==> src/core/aasr_pkg.sv <==
// constants for the auto-negotiation ability and status register group
package aasr_pkg;

  // ----------------------------------------------------------------
  // register geometry
  // ----------------------------------------------------------------
  localparam int           REG_W          = 16;
  localparam int           SEL_W          = 5;
  localparam int           BUS_W          = 32;
  localparam int           IDX_W          = 6;
  localparam int           IDX_LSB        = 2;    // byte address = 4 * index
  localparam int           STRAP_STAGES   = 3;

  // register indices; byte address is index * 4
  localparam logic [IDX_W-1:0] IDX_ADVERT  = 6'h04;
  localparam logic [IDX_W-1:0] IDX_PARTNER = 6'h05;
  localparam logic [IDX_W-1:0] IDX_EXPAND  = 6'h06;

  // ----------------------------------------------------------------
  // local_ability_advert fields
  // ----------------------------------------------------------------
  localparam int           ADV_TEN_HALF   = 5;
  localparam int           ADV_SEL_MSB    = 4;
  localparam int           ADV_SEL_LSB    = 0;
  localparam logic [SEL_W-1:0] ADV_SEL_RST = 5'h01;

  // ----------------------------------------------------------------
  // partner_base_page_ability fields
  // ----------------------------------------------------------------
  localparam int           LP_MORE_PAGES  = 15;
  localparam int           LP_ACK         = 14;
  localparam int           LP_REMOTE_FLT  = 13;
  localparam int           LP_RESERVED    = 12;
  localparam int           LP_ASYM_FLOW   = 11;
  localparam int           LP_SYM_PAUSE   = 10;
  localparam int           LP_TECH_MSB    = 9;
  localparam int           LP_TECH_LSB    = 5;
  localparam int           LP_SEL_MSB     = 4;
  localparam int           LP_SEL_LSB     = 0;
  localparam logic [REG_W-1:0] LP_RST      = 16'h0000;
  // bits captured from a received page; ack and reserved are not stored
  localparam logic [REG_W-1:0] LP_LOAD_MASK = 16'hAFFF;

  // ----------------------------------------------------------------
  // negotiation_expansion_status fields
  // ----------------------------------------------------------------
  localparam int           EXP_LOC_REPORTED = 6;
  localparam int           EXP_LOC_SELECT   = 5;
  localparam int           EXP_PD_FAULT     = 4;
  localparam int           EXP_PARTNER_EXTRA_PAGE_CAPABLE   = 3;
  localparam int           EXP_LOCAL_NP     = 2;
  localparam int           EXP_PAGE_RX      = 1;
  localparam int           EXP_PARTNER_NEGOTIATION_CAPABLE   = 0;
  localparam logic         EXP_LOC_SEL_RST  = 1'b1;

endpackage

==> src/core/aasr_regs.sv <==
// auto-negotiation advertisement, partner ability and expansion registers
// ----------------------------------------------------------------
// ----------------------------------------------------------------
`timescale 1ns/1ps

module aasr_regs
  import aasr_pkg::*;
#(
  parameter int ADDR_W = 8
) (
  input  wire logic              clk_i,
  input  wire logic              rst_i,
  // wishbone classic slave
  input  wire logic              wb_cyc_i,
  input  wire logic              wb_stb_i,
  input  wire logic              wb_we_i,
  input  wire logic [ADDR_W-1:0] wb_adr_i,
  input  wire logic [3:0]        wb_sel_i,
  input  wire logic [BUS_W-1:0]  wb_dat_i,
  output logic      [BUS_W-1:0]  wb_dat_o,
  output logic                   wb_ack_o,
  // strap pin for ten half advertisement
  input  wire logic              strap_ten_half_i,
  // negotiation engine, same clock
  input  wire logic              an_page_valid_i,
  input  wire logic [REG_W-1:0]  an_page_word_i,
  input  wire logic              an_next_page_valid_i,
  input  wire logic [REG_W-1:0]  an_next_page_word_i,
  input  wire logic              an_partner_ack_i,
  input  wire logic              an_page_loc_select_i,
  input  wire logic              an_parallel_fault_i,
  input  wire logic              an_partner_capable_i,
  // advertisement and page received flag towards the negotiation engine
  output logic                   local_ten_half_adv_o,
  output logic      [SEL_W-1:0]  local_selector_o,
  output logic                   page_received_o
);

  // ----------------------------------------------------------------
  // elaboration checks
  // ----------------------------------------------------------------
  if (ADDR_W < IDX_W + IDX_LSB) begin : g_addr_chk
    $error("aasr_regs: ADDR_W too small for the register map");
  end

  // agreement of the last two stages needs one stage in front of them
  if (STRAP_STAGES < 3) begin : g_strap_chk
    $error("aasr_regs: strap synchroniser needs three stages");
  end

  if (BUS_W < REG_W) begin : g_bus_chk
    $error("aasr_regs: bus narrower than a register");
  end

  if (ADV_SEL_MSB - ADV_SEL_LSB + 1 != SEL_W) begin : g_adv_sel_chk
    $error("aasr_regs: advert selector field does not match SEL_W");
  end

  if (LP_SEL_MSB - LP_SEL_LSB + 1 != SEL_W) begin : g_lp_sel_chk
    $error("aasr_regs: partner selector field does not match SEL_W");
  end

  // ack and reserved bits never come from the page word
  if (LP_LOAD_MASK[LP_ACK] || LP_LOAD_MASK[LP_RESERVED]) begin : g_mask_chk
    $error("aasr_regs: page load mask covers ack or reserved");
  end

  // ----------------------------------------------------------------
  // strap synchroniser
  // ----------------------------------------------------------------
  logic [STRAP_STAGES-1:0] strap_sync_q;
  logic                    strap_stable;

  always_ff @(posedge clk_i) begin
    strap_sync_q <= {strap_sync_q[STRAP_STAGES-2:0], strap_ten_half_i};
  end

  // stage 0 is only read by stage 1; the last two must agree
  assign strap_stable = strap_sync_q[STRAP_STAGES-2] == strap_sync_q[STRAP_STAGES-1];

  // ----------------------------------------------------------------
  // bus decode
  // ----------------------------------------------------------------
  logic             req;
  logic             wr_en;
  logic             rd_en;
  logic [IDX_W-1:0] idx;
  logic             hit_advert;
  logic             hit_expand;
  logic             ack_q;

  // one answer per request; the cycle in which ack is high blocks a repeat
  assign req        = wb_cyc_i && wb_stb_i && !ack_q;
  assign wr_en      = req && wb_we_i;
  assign rd_en      = req && !wb_we_i;
  assign idx        = wb_adr_i[IDX_LSB +: IDX_W];
  assign hit_advert = idx == IDX_ADVERT;
  assign hit_expand = idx == IDX_EXPAND;

  // ----------------------------------------------------------------
  // local_ability_advert
  // ----------------------------------------------------------------
  logic             ten_half_q;
  logic [SEL_W-1:0] sel_q;

  // reset must be held four cycles so the strap has settled
  always_ff @(posedge clk_i) begin
    if (rst_i) begin
      if (strap_stable) begin
        ten_half_q <= strap_sync_q[STRAP_STAGES-1];
      end
    end else if (wr_en && hit_advert && wb_sel_i[0]) begin
      ten_half_q <= wb_dat_i[ADV_TEN_HALF];
    end
  end

  // a write updates sel_q at once and reaches local_selector_o one cycle later
  always_ff @(posedge clk_i) begin
    if (rst_i) begin
      sel_q <= ADV_SEL_RST;
    end else if (wr_en && hit_advert && wb_sel_i[0]) begin
      sel_q <= wb_dat_i[ADV_SEL_MSB:ADV_SEL_LSB];
    end
  end

  always_ff @(posedge clk_i) begin
    if (rst_i) begin
      local_ten_half_adv_o <= 1'b0;
      local_selector_o     <= ADV_SEL_RST;
    end else begin
      local_ten_half_adv_o <= ten_half_q;
      local_selector_o     <= sel_q;
    end
  end

  // ----------------------------------------------------------------
  // partner_base_page_ability
  // ----------------------------------------------------------------
  logic                               lp_load;
  logic [REG_W-1:0]                   lp_load_word;
  logic                               lp_more_q;
  logic                               lp_rflt_q;
  logic [LP_ASYM_FLOW-LP_SYM_PAUSE:0] lp_pause_q;
  logic [LP_TECH_MSB-LP_TECH_LSB:0]   lp_tech_q;
  logic [SEL_W-1:0]                   lp_sel_q;
  logic                               lp_ack_q;
  logic                               loc_sel_q;

  // base page wins over a next page in the same cycle; next pages
  // overwrite the base page only while the location bit points here
  always_comb begin
    lp_load      = 1'b0;
    lp_load_word = an_page_word_i & LP_LOAD_MASK;
    if (an_page_valid_i) begin
      lp_load      = 1'b1;
    end else if (an_next_page_valid_i && !loc_sel_q) begin
      lp_load      = 1'b1;
      lp_load_word = an_next_page_word_i & LP_LOAD_MASK;
    end
  end

  always_ff @(posedge clk_i) begin
    if (rst_i) begin
      lp_more_q <= LP_RST[LP_MORE_PAGES];
    end else if (lp_load) begin
      lp_more_q <= lp_load_word[LP_MORE_PAGES];
    end
  end

  always_ff @(posedge clk_i) begin
    if (rst_i) begin
      lp_rflt_q <= LP_RST[LP_REMOTE_FLT];
    end else if (lp_load) begin
      lp_rflt_q <= lp_load_word[LP_REMOTE_FLT];
    end
  end

  always_ff @(posedge clk_i) begin
    if (rst_i) begin
      lp_pause_q <= LP_RST[LP_ASYM_FLOW:LP_SYM_PAUSE];
    end else if (lp_load) begin
      lp_pause_q <= lp_load_word[LP_ASYM_FLOW:LP_SYM_PAUSE];
    end
  end

  always_ff @(posedge clk_i) begin
    if (rst_i) begin
      lp_tech_q <= LP_RST[LP_TECH_MSB:LP_TECH_LSB];
    end else if (lp_load) begin
      lp_tech_q <= lp_load_word[LP_TECH_MSB:LP_TECH_LSB];
    end
  end

  always_ff @(posedge clk_i) begin
    if (rst_i) begin
      lp_sel_q <= LP_RST[LP_SEL_MSB:LP_SEL_LSB];
    end else if (lp_load) begin
      lp_sel_q <= lp_load_word[LP_SEL_MSB:LP_SEL_LSB];
    end
  end

  always_ff @(posedge clk_i) begin
    if (rst_i) begin
      lp_ack_q <= 1'b0;
    end else begin
      lp_ack_q <= an_partner_ack_i;
    end
  end

  // ----------------------------------------------------------------
  // negotiation_expansion_status
  // ----------------------------------------------------------------
  logic pd_fault_q;
  logic partner_extra_page_capable_q;
  logic page_rx_q;
  logic partner_negotiation_capable_q;

  always_ff @(posedge clk_i) begin
    if (rst_i) begin
      loc_sel_q <= EXP_LOC_SEL_RST;
    end else begin
      loc_sel_q <= an_page_loc_select_i;
    end
  end

  always_ff @(posedge clk_i) begin
    if (rst_i) begin
      pd_fault_q <= 1'b0;
    end else begin
      pd_fault_q <= an_parallel_fault_i;
    end
  end

  always_ff @(posedge clk_i) begin
    if (rst_i) begin
      partner_extra_page_capable_q <= 1'b0;
    end else if (an_page_valid_i) begin
      partner_extra_page_capable_q <= an_page_word_i[LP_MORE_PAGES];
    end
  end

  // a page arriving in the clearing read cycle stays set
  always_ff @(posedge clk_i) begin
    if (rst_i) begin
      page_rx_q <= 1'b0;
    end else if (an_page_valid_i || an_next_page_valid_i) begin
      page_rx_q <= 1'b1;
    end else if (rd_en && hit_expand) begin
      page_rx_q <= 1'b0;
    end
  end

  always_ff @(posedge clk_i) begin
    if (rst_i) begin
      partner_negotiation_capable_q <= 1'b0;
    end else begin
      partner_negotiation_capable_q <= an_partner_capable_i;
    end
  end

  always_ff @(posedge clk_i) begin
    if (rst_i) begin
      page_received_o <= 1'b0;
    end else begin
      page_received_o <= page_rx_q;
    end
  end

  // ----------------------------------------------------------------
  // read views
  // ----------------------------------------------------------------
  logic [REG_W-1:0] advert_view;
  logic [REG_W-1:0] partner_view;
  logic [REG_W-1:0] expand_view;
  logic [REG_W-1:0] rd_view;

  always_comb begin
    advert_view                            = '0;
    advert_view[ADV_TEN_HALF]              = ten_half_q;
    advert_view[ADV_SEL_MSB:ADV_SEL_LSB]   = sel_q;
  end

  always_comb begin
    // reserved bit stays zero from the default
    partner_view                            = '0;
    partner_view[LP_MORE_PAGES]             = lp_more_q;
    partner_view[LP_ACK]                    = lp_ack_q;
    partner_view[LP_REMOTE_FLT]             = lp_rflt_q;
    partner_view[LP_ASYM_FLOW:LP_SYM_PAUSE] = lp_pause_q;
    partner_view[LP_TECH_MSB:LP_TECH_LSB]   = lp_tech_q;
    partner_view[LP_SEL_MSB:LP_SEL_LSB]     = lp_sel_q;
  end

  // bits 15:7 stay zero from the default
  always_comb begin
    expand_view                   = '0;
    expand_view[EXP_LOC_REPORTED] = 1'b1;
    expand_view[EXP_LOC_SELECT]   = loc_sel_q;
    expand_view[EXP_PD_FAULT]     = pd_fault_q;
    expand_view[EXP_PARTNER_EXTRA_PAGE_CAPABLE]   = partner_extra_page_capable_q;
    expand_view[EXP_LOCAL_NP]     = 1'b1;
    expand_view[EXP_PAGE_RX]      = page_rx_q;
    expand_view[EXP_PARTNER_NEGOTIATION_CAPABLE]   = partner_negotiation_capable_q;
  end

  // unmapped indices read zero; writes to them and to the read-only words are ignored
  always_comb begin
    unique case (idx)
      IDX_ADVERT:  rd_view = advert_view;
      IDX_PARTNER: rd_view = partner_view;
      IDX_EXPAND:  rd_view = expand_view;
      default:     rd_view = '0;
    endcase
  end

  // ----------------------------------------------------------------
  // bus answer
  // ----------------------------------------------------------------
  always_ff @(posedge clk_i) begin
    if (rst_i) begin
      ack_q <= 1'b0;
    end else begin
      ack_q <= req;
    end
  end

  always_ff @(posedge clk_i) begin
    if (rst_i) begin
      wb_dat_o <= '0;
    end else if (rd_en) begin
      wb_dat_o <= {{(BUS_W-REG_W){1'b0}}, rd_view};
    end
  end

  assign wb_ack_o = ack_q;

endmodule

==> config.mk <==
export PLATFORM = sky130hd
export DESIGN_NAME = aasr_regs
export DESIGN_NICKNAME = d
export VERILOG_FILES = /design/src/core/aasr_pkg.sv /design/src/core/aasr_regs.sv
export SDC_FILE = /design/constraint.sdc
export NUM_CORES = 1
export LEC_CHECK = 0
export BUFFER_PORTS_ARGS = -buffer_cell sky130_fd_sc_hd__buf_2
export CORE_MARGIN = 4
export CORE_UTILIZATION = 43
export CTS_CLUSTER_DIAMETER = 30
export DETAILED_ROUTE_END_ITERATION = 8
export PLACE_DENSITY = 0.89
export RECOVER_POWER = 50
export SYNTH_ARGS = -nofsm -noshare
export SYNTH_HDL_FRONTEND = slang
export SYNTH_SLANG_ARGS = --single-unit
==> constraint.sdc <==
create_clock -name clk_i -period 2.2 [get_ports clk_i]
set_clock_uncertainty 0.05 [all_clocks]
set_input_delay 0.11 -clock clk_i [delete_from_list [all_inputs] [get_ports clk_i]]
set_output_delay 0.11 -clock clk_i [all_outputs]
set_load 0.01 [all_outputs]
Yosys cells after proc, flatten, opt, wreduce, memory -nomap -nowiden. Cells that the tools add are included.

Output and inout port bits: 40. Register bits after elaboration: 53. Input bits: 88. Word-level logic and storage cells: 49.

Reduce and logical (&&, ||, !) cells: 15. Equal/unequal tests: 5. Muxes and demuxes: 10.

Operators by type and width (count): case mux 16 bit (3 select lines) (1); 2-to-1 mux 16 bit (2); == test 6 x 3 -> 1 bit, second input constant (3); logical AND 1 bit (8); 2-to-1 mux 1 bit (7); nonzero test 2 bit (2); zero test 1 bit (3); inequality test 2 x 1 -> 1 bit, second input constant (1); AND reduction 2 bit (1); == test 1 bit (1); logical OR 1 bit (1).

Longest topological paths before layout.
Word-level depth: 7. Depth in mapped cells: 6. Mapped depth without buffers: 4.

Least setup slack after synthesis. Ideal clock, no wire load.

Path type: input port to flip-flop. From: in wb_adr_i[5]. To: reg ten_half_q, enable pin. Data required time: 1.840 ns. Setup time: 0.310 ns. Data arrival time: 1.437 ns. Path buffers: 1. Stages on the path: 4. Path slack: 0.403 ns. Cells stage by stage: or4b_4 > or4_1 > buf_6 > o21ai_0.

Longest elaborated chain between the ends: 5.

RTL lines: start, declared (RTL line aasr_regs.sv:17) `input wire logic [ADDR_W-1:0] wb_adr_i,`; == test 6 x 3 -> 1 bit (RTL line aasr_regs.sv:97) `assign hit_advert = idx == IDX_ADVERT;`; logical AND 1 bit (2 in series) (RTL line aasr_regs.sv:112) `end else if (wr_en && hit_advert && wb_sel_i[0]) begin`; nonzero test 2 bit (no source line); AND reduction 2 bit (no source line); end signal, assigned (RTL line aasr_regs.sv:110) `ten_half_q <= strap_sync_q[STRAP_STAGES-1];`; end signal, assigned (RTL line aasr_regs.sv:113) `ten_half_q <= wb_dat_i[ADV_TEN_HALF];`; end, declared (RTL line aasr_regs.sv:103) `logic ten_half_q;`.

Every way passes these cells. A chain may end at the register's enable or synchronous reset.

Worst setup path in the final report.
From: in wb_adr_i[5]. To: reg sel_q[1].

Longest elaborated chain between the ends: 3.

RTL lines: == test 6 x 3 -> 1 bit (RTL line aasr_regs.sv:97); logical AND 1 bit (2 in series) (RTL line aasr_regs.sv:121) `end else if (wr_en && hit_advert && wb_sel_i[0]) begin`; end signal, assigned (RTL line aasr_regs.sv:122) `sel_q <= wb_dat_i[ADV_SEL_MSB:ADV_SEL_LSB];`; end, declared (RTL line aasr_regs.sv:104) `logic [SEL_W-1:0] sel_q;`.

Every way passes these cells.

==> flow_summary.json <==
{
  "fin_hold_ws_ps": 11.1,
  "finalSetupViolCount": 0,
  "rsz0062_at_grt": "false",
  "postPlaceCellArea_mm2": 0.00258,
  "clk_pin_slew_ps": 80,
  "grt_pass1_vias": 1743,
  "synth_common_cells": "dfxtp_1 (51), nor2_1 (25), mux2i_1 (24)",
  "cts_hold_buf": 12,
  "finish.instance_area_mm2": 0.00277,
  "clockBufferDepth": 2,
  "tightest_slew_ps": 1270,
  "io_buffers": 75,
  "num_rows": 25,
  "async_flop_share": 0,
  "slew_viol_final": 0,
  "start_util": 0.455,
  "yosys.area.top_type": "dfxtp_1",
  "die_w_um": 79.6,
  "wl_um": 5160,
  "synth_edf_count": 1,
  "nFillCells": 445,
  "r2r_slack_ps": 610,
  "route.antenna.remaining_nets": 0,
  "wire_per_inst_um": 13.6,
  "grt_pass1_wl_um": 8030,
  "period_share": 0.750,
  "ys_seq_area_frac": 0.476,
  "critPathArrivalTime_ps": 1730,
  "final_core_util": 0.572,
  "power_w": 0.00175,
  "post_cts_buffers": 0,
  "critPathMaxFanout": 4,
  "yosys_warnings": 0,
  "clkSinkCount": 52,
  "die-area_mm2": 0.00634,
  "max_stage_delay_ps": 560,
  "drcViolationCount": 0,
  "vdd_drop_max_uv": 419,
  "critPathCapture": "sel_q[1]",
  "timing.rr.start": "wb_ack_o",
  "insertion_delay_ps": 300,
  "grtUsageTotal": 0.163,
  "tritoncts": "done",
  "antenna_cells": 0,
  "yosys-top-cells-area": "dfxtp_1 (46%), mux2i_1 (11%), mux2_2 (7.1%)",
  "grt_max_degree": 31,
  "endpoint_kind": "flip-flop",
  "grt-ovfl-total": 0,
  "syn_inst": 226,
  "antenna_found_initial": 0,
  "status": "finished, final reports clean",
  "clock-root-buffer": "clkbuf_8",
  "synth.most_common_cell": "dfxtp_1",
  "p_leak_nw": 1.22,
  "fmax_mhz": 606,
  "start_kind": "input port",
  "numCtsBuffers": 5,
  "hpwlAfterDp_um": 3840,
  "crit_type": "in2reg",
  "core_mm2": 0.00485,
  "worstPathCellList": "buf_2, or4b_4, or4_1, buf_4, mux2i_1, nor2_1",
  "via_per_inst": 4.76,
  "drive_gt1_frac": 0.272,
  "drv_cap": 0,
  "slowest_stage": "or4b_4",
  "area_growth_pct": 25.6,
  "reg2reg_to": "wb_dat_o[2]",
  "crit_start": "wb_adr_i[5]",
  "power_density_mw_per_mm2": 630,
  "globalplace.congestion": 0.835,
  "crit_required_ps": 2280,
  "fin_crit_ps": 1650,
  "synth.distinct_cells": 33,
  "htree_num_levels": 2,
  "ys.flop_type": "dfxtp_1",
  "rr_worst_depth": 4,
  "relSlewSlack": 0.156,
  "synth_top_area_share": 0.463,
  "fp.dieH_um": 79.6,
  "hp-class": "in2reg",
  "setup_tns_ps": 0,
  "ys_seq_elements": 52,
  "cts_resized": 0,
  "fin_nets": 399,
  "syn_avg_cell_area_um2": 9.76,
  "drtIter0Drc": 106,
  "netlist_area_mm2": 0.00221,
  "vias": 1803,
  "hold_violations": 0,
  "dr.pass1.iters": 4,
  "pin_count": 128
}
-- layout make-up --
class	instances	area, um2	area share
multi-input cells	157	1020	0.367
clock buffers	7	86.3	0.0312
clock inverters	1	7.51	0.00271
flip-flops and latches	52	1050	0.379
inverters	1	3.75	0.00135
repair buffers	94	520	0.188
well taps	67	83.8	0.0302
-- report_power, final --
| part | total (W) | internal [W] | leakage [nW] | switching, W |
|---|---|---|---|---|
| Combinational | 0.000208 | 0.000108 | 0.747 | 0.0000993 |
| Clock | 0.000546 | 0.000256 | 0.0445 | 0.000290 |
| Sequential | 0.000993 | 0.000975 | 0.427 | 0.0000179 |
| Total | 0.00175 | 0.00134 | 1.22 | 0.000407 |
-- critical path: cells and delay by family --
kind                   cells  cell delay (ps)
buffers and inverters      2              300
muxes                      1              150
and+or+nand+nor            3             1170
-- routing by layer --
metal  share of wire  track usage
met5               0            0
met4           0.022       0.0653
met3           0.080       0.0395
met2            0.49        0.280
met1            0.40        0.193
-- sequential cells by signal, indices dropped and copies added (netlist names), 2 cells and up --
name              count
local_selector_o      5
lp_pause_q            2
lp_sel_q              5
lp_tech_q             5
sel_q                 5
strap_sync_q          3
wb_dat_o             15
-- metrics by stage --
| step | instances | setup WS (ps) |
|---|---|---|
| 3_5_place_dp | 359 | 259 |
| 4_1_cts | 379 | 572 |
| 2_1_floorplan | 242 | 403 |
| 3_3_place_gp | 359 | 291 |
| 5_1_grt | 379 | 406 |
| 6_report | 379 | 549 |
-- layout by cell type, fill, tap and decap left out, types with 6 or more instances in the layout --
cell type,n
clkbuf_8,6
buf_2,53
nor2_1,25
mux2i_1,24
a21oi_1,14
nor2b_1,11
buf_4,7
clkbuf_1,23
dlygate4sd3_1,12
mux2_2,14
dfxtp_1,51
conb_1,17
nand2_1,13
o21ai_0,6
nand3_1,8
-- cells by family after synthesis --
| kind of cell | Yosys count | share of synthesized area |
|---|---|---|
| simple gates | 73 | 0.172 |
| flops | 52 | 0.476 |
| mux | 38 | 0.180 |
| buf+inv | 33 | 0.0890 |
| compound gates | 28 | 0.0766 |
| xor+xnor | 1 | 0.00397 |
| other cells | 1 | 0.00170 |
-- worst min path at each step --
stage | startpoint | to | slack [ps] | cells after the start
2_1_floorplan | strap_ten_half_i | strap_sync_q[0] | 90 | 0
5_1_grt | an_page_word_i[3] | lp_sel_q[3] | 8 | 3
3_5_place_dp | strap_ten_half_i | strap_sync_q[0] | 170 | 1
4_1_cts | an_page_word_i[3] | lp_sel_q[3] | 0.8 | 3
6_report | an_page_word_i[3] | lp_sel_q[3] | 10 | 3
3_3_place_gp | strap_ten_half_i | strap_sync_q[0] | 160 | 1
Power figures use the tool's default switching activity.
